File: config.mk
export PLATFORM = sky130hd
export DESIGN_NAME = shift_register8
export DESIGN_NICKNAME = d
export VERILOG_FILES = /design/src/verilog/shift_register8_fix_note.v /design/src/verilog/shift_register8.v
export VERILOG_INCLUDE_DIRS = /design/src /design/src/verilog
export SDC_FILE = /design/constraint.sdc
export NUM_CORES = 1
export LEC_CHECK = 0
export BUFFER_PORTS_ARGS = -buffer_cell sky130_fd_sc_hd__buf_2
export CAP_MARGIN = 5
export CELL_PAD_IN_SITES_DETAIL_PLACEMENT = 2
export CELL_PAD_IN_SITES_GLOBAL_PLACEMENT = 2
export CORE_MARGIN = 4
export CORE_UTILIZATION = 39
export CTS_BUF_LIST = sky130_fd_sc_hd__clkbuf_16
export DETAILED_ROUTE_END_ITERATION = 16
export GPL_ROUTABILITY_DRIVEN = 0
export PLACE_DENSITY = 0.81
export SYNTH_ARGS = -nofsm -noshare
export SYNTH_HDL_FRONTEND = slang
export SYNTH_SLANG_ARGS = --single-unit
File: constraint.sdc
create_clock -name clk_sys_i -period 3.1 [get_ports clk_sys_i]
set_clock_uncertainty 0.1 [all_clocks]
set_input_delay 0.31 -clock clk_sys_i [delete_from_list [all_inputs] [get_ports clk_sys_i]]
set_output_delay 0.31 -clock clk_sys_i [all_outputs]
set_load 0.01 [all_outputs]
File: src/verilog/shreg8_map.vh
`ifndef SHREG8_MAP_VH
`define SHREG8_MAP_VH

// chain geometry
`define SR_STAGES      8
`define SR_MSB         7
`define SR_NEXT_MSB    6
`define SR_CLEAR_VAL   8'h00

// filtered pin vector layout
`define PIN_W          13
`define PIN_CLK        0
`define PIN_GATE_BLK   1
`define PIN_ZERO_N     2
`define PIN_SHIFT_NLD  3
`define PIN_CHAIN_IN   4
`define PIN_DATA_LSB   5
`define PIN_DATA_MSB   12
`define PIN_RESET_VAL  13'h0000

// output stream buffer
`define FIFO_W         1
`define FIFO_DEPTH     8
`define FIFO_AW        3
`define FIFO_CW        4

`endif

File: src/verilog/shift_register8_fix_note.v
`timescale 1ns/1ps

File: src/verilog/shift_register8.v
// Summary of operation
// - while async_zero_n is low all eight stages and the serial output are held at zero, over all else.
// - with shift_not_load high each effective clock edge shifts chain_input_bit into the first stage.
// - with shift_not_load low the next effective edge loads input a into the first stage, h into the last.
// - during a parallel load the chain input bit is ignored.
// - state changes only on a rising edge of the pin clock or of clock_gate_block, seen through the NOR gate of the two.
// - while either clock input is high nothing is clocked and all stages hold.
// - with either clock input low the other one acts as the clock.
// - only the last stage is brought out; the first seven stay internal.
`timescale 1ns/1ps
`include "shreg8_map.vh"

module pin_filter #(
   parameter WIDTH = 1
) (
   // clock and reset
   input  wire             clk_sys_i,
   input  wire             reset_i,
   // pins
   input  wire [WIDTH-1:0] pin_i,
   output reg  [WIDTH-1:0] level_o
);
   reg [WIDTH-1:0] sync1;
   reg [WIDTH-1:0] sync2;
   reg [WIDTH-1:0] sync3;
   integer         k;

   always @(posedge clk_sys_i) begin
      if (reset_i) begin
         sync1   <= {WIDTH{1'b0}};
         sync2   <= {WIDTH{1'b0}};
         sync3   <= {WIDTH{1'b0}};
         level_o <= {WIDTH{1'b0}};
      end else begin
         sync1 <= pin_i;
         sync2 <= sync1;
         sync3 <= sync2;
         // a change counts only once two settled samples agree
         for (k = 0; k < WIDTH; k = k + 1) begin
            if (sync2[k] == sync3[k]) begin
               level_o[k] <= sync3[k];
            end
         end
      end
   end
endmodule // pin_filter

module stream_fifo #(
   parameter WIDTH = 1,
   parameter DEPTH = 8,
   parameter AW    = 3,
   parameter CW    = 4
) (
   // clock and reset
   input  wire             clk_sys_i,
   input  wire             reset_i,
   // fill side
   input  wire             in_valid_i,
   output wire             in_ready_o,
   input  wire [WIDTH-1:0] in_data_i,
   // drain side, registered head
   output reg              out_valid_o,
   input  wire             out_ready_i,
   output reg  [WIDTH-1:0] out_data_o
);
   reg [WIDTH-1:0] mem [0:DEPTH-1];
   reg [AW-1:0]    wr_ptr;
   reg [AW-1:0]    rd_ptr;
   reg [CW-1:0]    count;
   wire            push;
   wire            pop;

   assign in_ready_o = (count != DEPTH[CW-1:0]);
   assign push       = in_valid_i & in_ready_o;
   assign pop        = (count != {CW{1'b0}}) & (~out_valid_o | out_ready_i);

   always @(posedge clk_sys_i) begin
      if (push) begin
         mem[wr_ptr] <= in_data_i;
      end
   end

   always @(posedge clk_sys_i) begin
      if (reset_i) begin
         wr_ptr      <= {AW{1'b0}};
         rd_ptr      <= {AW{1'b0}};
         count       <= {CW{1'b0}};
         out_valid_o <= 1'b0;
         out_data_o  <= {WIDTH{1'b0}};
      end else begin
         if (push) begin
            wr_ptr <= wr_ptr + 1'b1;
         end
         if (pop) begin
            rd_ptr     <= rd_ptr + 1'b1;
            out_data_o <= mem[rd_ptr];
         end
         if (pop) begin
            out_valid_o <= 1'b1;
         end else if (out_ready_i) begin
            out_valid_o <= 1'b0;
         end
         if (push & ~pop) begin
            count <= count + 1'b1;
         end else if (pop & ~push) begin
            count <= count - 1'b1;
         end
      end
   end
endmodule // stream_fifo

module shift_register8 (
   // clock and reset
   input  wire                  clk_sys_i,
   input  wire                  reset_i,
   // control pins
   input  wire                  shift_clock_i,
   input  wire                  clock_gate_block_i,
   input  wire                  async_zero_n_i,
   input  wire                  shift_not_load_i,
   // data pins
   input  wire                  chain_input_bit_i,
   input  wire [`SR_MSB:0]      parallel_data_i,
   // serial output
   output reg                   chain_output_bit_o,
   // buffered stream of output bits
   output wire                  stream_valid_o,
   input  wire                  stream_ready_i,
   output wire [`FIFO_W-1:0]    stream_bit_o
);
   wire [`PIN_W-1:0]  pin_raw;
   wire [`PIN_W-1:0]  pin;
   wire               gated_clock;
   wire               edge_rise;
   wire               event_due;
   wire               take;
   wire               fifo_ready;
   wire               fifo_ready_raw;
   wire               use_shift;
   wire               use_chain;
   wire [`SR_MSB:0]   use_data;
   reg  [`SR_MSB:0]   stages;
   reg  [`SR_MSB:0]   next_stages;
   reg                gated_q;
   reg                pending;
   reg                snap_shift;
   reg                snap_chain;
   reg  [`SR_MSB:0]   snap_data;
   reg                push;
   reg  [`FIFO_W-1:0] push_bit;

   assign pin_raw = {parallel_data_i, chain_input_bit_i, shift_not_load_i,
                     async_zero_n_i, clock_gate_block_i, shift_clock_i};

   // data and controls share one pipeline so they stay aligned with the edge
   pin_filter #(
      .WIDTH (`PIN_W)
   ) u_pins (
      .clk_sys_i (clk_sys_i),
      .reset_i   (reset_i),
      .pin_i     (pin_raw),
      .level_o   (pin)
   );

   // inverse of the NOR gate: it rises with the pin clock unless inhibit is already high
   assign gated_clock = pin[`PIN_CLK] | pin[`PIN_GATE_BLK];
   assign edge_rise   = gated_clock & ~gated_q;
   assign event_due   = edge_rise | pending;
   // a full buffer stalls the edge rather than losing it
   assign take        = event_due & fifo_ready & pin[`PIN_ZERO_N];

   assign use_shift = pending ? snap_shift : pin[`PIN_SHIFT_NLD];
   assign use_chain = pending ? snap_chain : pin[`PIN_CHAIN_IN];
   assign use_data  = pending ? snap_data  : pin[`PIN_DATA_MSB:`PIN_DATA_LSB];

   always @* begin
      if (use_shift) begin
         next_stages = {stages[`SR_NEXT_MSB:0], use_chain};
      end else begin
         next_stages = use_data;
      end
   end

   always @(posedge clk_sys_i) begin
      if (reset_i) begin
         gated_q            <= 1'b0;
         pending            <= 1'b0;
         snap_shift         <= 1'b0;
         snap_chain         <= 1'b0;
         snap_data          <= `SR_CLEAR_VAL;
         stages             <= `SR_CLEAR_VAL;
         chain_output_bit_o <= 1'b0;
         push               <= 1'b0;
         push_bit           <= {`FIFO_W{1'b0}};
      end else begin
         gated_q <= gated_clock;
         push    <= 1'b0;
         if (~pin[`PIN_ZERO_N]) begin
            // clear wins over any edge, pending or new
            stages             <= `SR_CLEAR_VAL;
            chain_output_bit_o <= 1'b0;
            pending            <= 1'b0;
         end else if (take) begin
            stages             <= next_stages;
            chain_output_bit_o <= next_stages[`SR_MSB];
            push               <= 1'b1;
            push_bit           <= next_stages[`SR_MSB];
            pending            <= 1'b0;
         end else if (edge_rise & ~pending) begin
            // hold one edge while the buffer is full; later ones are dropped
            pending    <= 1'b1;
            snap_shift <= pin[`PIN_SHIFT_NLD];
            snap_chain <= pin[`PIN_CHAIN_IN];
            snap_data  <= pin[`PIN_DATA_MSB:`PIN_DATA_LSB];
         end
      end
   end

   // push is registered, so the ready term blocks a take while a push is still in flight
   stream_fifo #(
      .WIDTH (`FIFO_W),
      .DEPTH (`FIFO_DEPTH),
      .AW    (`FIFO_AW),
      .CW    (`FIFO_CW)
   ) u_fifo (
      .clk_sys_i   (clk_sys_i),
      .reset_i     (reset_i),
      .in_valid_i  (push),
      .in_ready_o  (fifo_ready_raw),
      .in_data_i   (push_bit),
      .out_valid_o (stream_valid_o),
      .out_ready_i (stream_ready_i),
      .out_data_o  (stream_bit_o)
   );

   assign fifo_ready = fifo_ready_raw & ~push;
endmodule // shift_register8

### Word level (Yosys, flattened, before mapping)

Memory sizes are Yosys's and may differ from the RTL's. A register that Yosys moved wholly into a read port is not among the register bits.
Cells that the tools add are included.

* bits in registers: 85
* memory bits (writable): 8
* input bits: 16
* output and inout bits: 3
* word-level logic and storage cells: 86
* memories kept: 1

* add/subtract/negate cells: 4
* equal/unequal tests: 14
* muxes and demuxes: 11
* bitwise logic cells: 20
* reduce and logical (&&, ||, !) cells: 7

Memories
* u_fifo.mem: words 8, bits a word 1, rd ports 1, clocked after Yosys merged registers in 1, write ports 1, RTL line shift_register8.v:66 `reg [WIDTH-1:0] mem [0:DEPTH-1];`

Operators with widths (count)
* 8-bit 2-to-1 mux: 2
* 1-bit equality test: 13
* 1-bit AND: 9
* 4-bit 2-to-1 mux: 2
* 1-bit inverter: 8
* 1-bit 2-to-1 mux: 7
* 3-bit by 1-bit adder with 3-bit output (second input constant): 2
* 4-bit by 1-bit adder with 4-bit output (second input constant): 1
* 4-bit inequality test (second input constant): 1
* 2-bit nonzero test: 2
* 4-bit nonzero test: 1
* 4-bit by 1-bit subtractor with 4-bit output (second input constant): 1
* 1-bit OR: 3
* 3-bit AND reduction: 1
* 3-bit OR reduction: 1
* 2-bit AND reduction: 1
* 2-bit OR reduction: 1

### Logic depth before layout (Yosys ltp)

* depth in word-level cells: 7
* gate-level depth with buffers: 11
* gate-level depth less buffers: 10

### By module

A second synthesis with hierarchy kept.

* cells, all modules: 344
* area, all modules: 3588.4 um^2

By module, submodules not included
* pin_filter: times used 1, cells each 135, area each 1520.2 um^2, seq. area each 1041.0 um^2
* shift_register8: times used 1, cells each 120, area each 1087.3 um^2, seq. area each 440.4 um^2
* stream_fifo: times used 1, cells each 89, area each 980.9 um^2, seq. area each 480.5 um^2

### Worst setup path after synthesis

OpenSTA, ideal clock, no wires.

* path type: reg2reg
* start: register u_fifo.count[0]
* end: register u_fifo.count[3]
* library setup time: 0.123 ns
* arrival: 2.495 ns
* data required time: 2.877 ns
* slack: 0.381 ns
* stages on the path, launching flop included: 12
* buffers on the path: 1
* clock period less this slack: 2.719 ns
* path through: dfxtp_1 > or4_1 > and2_1 > buf_6 > inv_2 > ha_1 > inv_1 > ha_1 > a21oi_1 > a211oi_1 > a31oi_1 > mux2_1

* cells in the longest elaborated chain, start to end: 5
* elaborated cells on any way between the ends: 13
* classes of those cells: 2 x add/sub; 1 x eq/ne; 2 x mux; 6 x bitwise; 2 x reduce/logical

RTL lines
* from (decl): RTL line shift_register8.v:69 `reg [CW-1:0] count;`
* from (signal assigned): RTL line shift_register8.v:87 `count <= {CW{1'b0}};`
* from (signal assigned): RTL line shift_register8.v:104 `count <= count + 1'b1;`
* from (signal assigned): RTL line shift_register8.v:106 `count <= count - 1'b1;`
* branches (longest 5 deep; another with 4-bit by 1-bit subtractor with 4-bit output)

Several ways; the timed one is not identified. The select of a mux whose other input is x is not followed.
A chain may end at the register's enable or synchronous reset.

### Worst setup path after layout

Ends and elaborated chain as after synthesis.

==> results <==
- The flow ran to the end, and the final reports show no timing, DRC or antenna violations.
- The worst-case hold path end point is u_pins.sync1[8].
- The library cell used most frequently in the layout, excluding fill and tap cells, is sky130_fd_sc_hd__dfxtp_1.
- 19 I/O pins were placed.
- The cell area that synthesis handed to floorplanning was 3460 µm².
- The biggest fanout along the worst timing path is 7.
- Using the TritonRoute via totals, the vias-per-cell ratio works out to 5.18.
- Input and output buffers added on the ports amount to 18.
- The number of global-route vias before repair was 2555.
- The final max-slew violation count is 0.
- TritonCTS built the clock tree.
- The detailed-route wire length is 7160 µm.
- The first-pass iteration count of the detailed router is 4.
- In the final routed layout, each cell accounts on average for 15.6 µm.
- The combinational power share is 0.151.
- The number of buffers inserted by hold repair at cts is 0.
- The share of power burned in registers is 0.481.
- After detailed routing, the number of remaining DRC violations is 0.
- Compared with the post-synthesis result, the final layout area differs by 13.0%.
- The H-tree was split into 3 levels.
- The reg-to-reg setup timing slack is 120 ps.
- Synthesis produced a netlist with a net count of 355.
- In the global route stage, met1 resource usage came out at 0.172.
- The number of enable flip-flop cells after synthesis is 8.
- The die covers 10400 µm².
- The cell that appears most often on the critical path is sky130_fd_sc_hd__ha_1.
- The clock latency at the later pin of the worst-skew pair is 340 ps.
- Of the total power, the clock network draws 0.368.
- The global router's overall resource usage is 0.153.
- The maximum number of buffers from clock root to sink is 2.
- The core utilization of the finished layout is 0.450.
- After layout, the worst setup slack is 118 ps.
- The critical hold path startpoint is parallel_data_i[3].
- The number of distinct library cells after synthesis is 41.
- The horizontal die dimension is 102 µm.
- For this run, the leading register cell type out of synthesis is sky130_fd_sc_hd__dfxtp_1.
- The first global-routing pass estimated 12300 µm of wire.
- In this run the vertical extent of the chip is 102 µm.
- The cell at the slowest stage of the critical path is sky130_fd_sc_hd__or4_4.
- The transition time of the tightest slew-check pin is 491 ps.
- Derived from the worst setup path, the maximum achievable clock frequency is 0.335 GHz.
- The number of failing setup endpoints in the final timing report is 0.
- The net count of the finished layout is 369.
- Of the synthesized area, sequential elements account for 0.567.
- The cell class contributing the biggest share of worst-path delay is simple AND/OR/NAND/NOR gates.
- The worst min-delay path category is primary input to flip-flop.
- The critical path runs through a total of 10 cells.
- The fraction of met3 tracks used by global routing is 0.0416.
- The library cells used most frequently in the layout, excluding fill and tap cells, are 86 x sky130_fd_sc_hd__dfxtp_1, 43 x sky130_fd_sc_hd__nor2b_1, 37 x sky130_fd_sc_hd__nor2_1, 23 x sky130_fd_sc_hd__a21oi_1, 19 x sky130_fd_sc_hd__nand2_1.
- After filler insertion, the fill cell instance count of the layout stands at 934.
- The total chip power is 0.00287 W.
- The tightest slew margin relative to the limit is 0.672.
- The via count is 2383.
- The synthesis warning total is 0.
- The data required time at the worst endpoint is 3240 ps.
- The switching share of total power is 0.283.
- The average instance in the mapped netlist occupies 10.4 µm².
- The part of the cycle the worst path needs is 0.962.
- The net switching power of the design is 0.000812 W.
- The clock net in this run drives a total of 94 sinks.
- For this run, the slowest stage of the critical path takes 590 ps.
- The total half-perimeter wirelength after legalization and detailed placement is 4670 µm.
- After floorplanning, the core was sized to cover 8680 µm².
- The count of endpoints failing hold in the final timing report is 0.
- The worst setup path is launched from a flip-flop.
- The fraction of registers with async set or reset after synthesis is 0.
- The aggregate global routing overflow is 0.
- For met2 alone, demand over resource in global routing was 0.271.
- In this run the static leakage power is 1.47 nW.
- The buffer cell driving the clock tree root is sky130_fd_sc_hd__clkbuf_16.
- The kind of end point of the critical path is a flip-flop.
- The clock-pin slew on the worst setup and hold paths is 70 ps.
- Entering global routing, the biggest net connects 66 pins.
- The internal power is 0.00206 W.
- In the final layout, the share of cells above drive strength 1 is 0.136.
- The count of nets left with antenna violations once routing finished came out at 0.
- The floorplan has 34 rows.
- Traced cell by cell, the critical path runs through or4_4 > and2_1 > inv_2 > ha_1 > inv_1 > ha_1 > a21oi_1 > a211oi_1 > a31oi_1 > mux2_1.
- The number of cells on the worst reg-to-reg path is 10.
- The detailed router finished its first iteration with 60 violations.
- After global routing, the most crowded layer is met2.
- The classification of the worst setup path is flip-flop to flip-flop.
- For this configuration, the core starts out at a cell density of 0.399.
- The number of cells upsized or downsized after cts is 0.
- The critical path contains buffers and inverters numbering 2 combined.
- Counting flops and latches in the post-synthesis netlist gives 94.
- Synthesis handed over a netlist of 333 instances.
- The critical register-to-register path endpoint is u_fifo.count[3].
- The setup TNS is 0 ps.
- The startpoint identified for the worst register-to-register timing path is u_fifo.count[0].
- Setup repair after global routing left no endpoint under its margin.
- Across the VDD grid, the largest voltage drop is 253 µV.
- The number of antenna violations at the first check in global routing is 0.
- Counting the buffers created by CTS gives 9.
- For the worst setup path, the data arrival time is 3120 ps.
- The number of setup buffers added after CTS is 0.
- The worst hold path was traced through 2 stages.
- The power per standard cell area is 735 nW/µm².
- The final critical delay including setup and external delays is 2980 ps.
- The total of max-cap violations is 0.
- The number of antenna repair diodes is 0.
- The worst slack after detailed placement is 164 ps.
==> per-layer routing <==
| metal | up-vias | part of all wire |
|---|---|---|
| met5 | - | 0 |
| met4 | 0 | 0.022 |
| met3 | 12 | 0.025 |
| met2 | 24 | 0.53 |
| met1 | 1188 | 0.43 |
| li1 | 1159 | - |
==> registers in the layout, indices dropped and copies added (netlist names), 3 cells and up <==
signal and count:
u_fifo.count 4, u_pins.level_o 13, u_fifo.rd_ptr 3, u_fifo.mem 8, stages 7, snap_data 8, u_fifo.wr_ptr 3, u_pins.sync2 13
u_pins.sync3 13, u_pins.sync1 13
==> cells in the mapped netlist, types with 2 or more instances <==
cell type / instances / area share
sky130_fd_sc_hd__mux4_2: 2 / 0.013
sky130_fd_sc_hd__buf_1: 4 / 0.0043
sky130_fd_sc_hd__dfxtp_1: 86 / 0.50
sky130_fd_sc_hd__nand2_1: 19 / 0.021
sky130_fd_sc_hd__ha_1: 5 / 0.018
sky130_fd_sc_hd__inv_1: 3 / 0.0033
sky130_fd_sc_hd__a211o_1: 3 / 0.0076
sky130_fd_sc_hd__clkbuf_1: 8 / 0.0087
sky130_fd_sc_hd__a21oi_1: 23 / 0.033
sky130_fd_sc_hd__a21oi_2: 4 / 0.010
sky130_fd_sc_hd__a211oi_1: 4 / 0.0087
sky130_fd_sc_hd__o21ai_0: 14 / 0.020
sky130_fd_sc_hd__xor2_1: 3 / 0.0076
sky130_fd_sc_hd__xnor2_1: 2 / 0.0051
sky130_fd_sc_hd__mux2i_1: 17 / 0.049
sky130_fd_sc_hd__nand3_1: 10 / 0.014
sky130_fd_sc_hd__nor2_1: 37 / 0.040
sky130_fd_sc_hd__edfxtp_1: 8 / 0.069
sky130_fd_sc_hd__buf_2: 2 / 0.0029
sky130_fd_sc_hd__or3_1: 6 / 0.011
sky130_fd_sc_hd__nand2b_1: 5 / 0.0090
sky130_fd_sc_hd__o22ai_1: 6 / 0.011
sky130_fd_sc_hd__nor3_1: 2 / 0.0029
sky130_fd_sc_hd__nor2b_1: 43 / 0.078
==> logic make-up after synthesis <==
kind of cell | synth area share
AO/OA/AOI/OAI | 0.109
XOR/XNOR | 0.0127
adder cells (fa/ha/maj) | 0.0239
buffers and inverters | 0.0300
flip-flops | 0.567
multiplexers | 0.0655
AND/OR/NAND/NOR | 0.192
==> final cells by class <==
class	count	area [µm²]	area share
sequential	94	1960	0.502
timing repair buffer	20	118	0.0301
tap	108	135	0.0346
clock inverter	7	56.3	0.0144
multi-input combinational	218	1400	0.358
clock buffer	9	225	0.0576
inverter	4	15.0	0.00384
==> power by group through the flow <==
stage,Sequential (W),Combinational [W],Clock (W)
4_1_cts,0.00138,0.000428,0.00109
3_5_place_dp,0.00141,0.000423,0
3_3_place_gp,0.00140,0.000395,0
5_1_grt,0.00139,0.000490,0.00114
2_1_floorplan,0.00139,0.000347,0
6_report,0.00138,0.000435,0.00106
==> how the worst max path moves through the flow <==
stage / start / end / slack (ps)
finish: u_fifo.count[0] / u_fifo.count[3] / 120
CTS: u_fifo.count[0] / u_fifo.count[3] / 110
floorplan: u_fifo.count[0] / u_fifo.count[3] / 380
global placement: u_fifo.count[0] / u_fifo.count[3] / 300
global route: u_fifo.count[0] / u_fifo.count[3] / 30
detailed placement: u_fifo.count[0] / u_fifo.count[3] / 160
==> worst reg2reg max path, delay by kind of cell (launching register included) <==
family	cells	cell delay (ps)
AOI/OAI and AO/OA	3	520
adders and majority gates	2	510
buffers and inverters	2	180
DFF	1	410
muxes	1	330
and+or+nand+nor	2	820
==> per-stage QoR <==
stage	cells	cell area [µm²]	hold WS (ps)
after global placement	444	3620	318
after detailed placement	444	3620	328
after floorplan	333	3460	314
after CTS	460	3910	63.9
final	460	3910	71.2
after global routing	460	3910	63.8
Note: power is estimated with default switching activity, not from simulation.
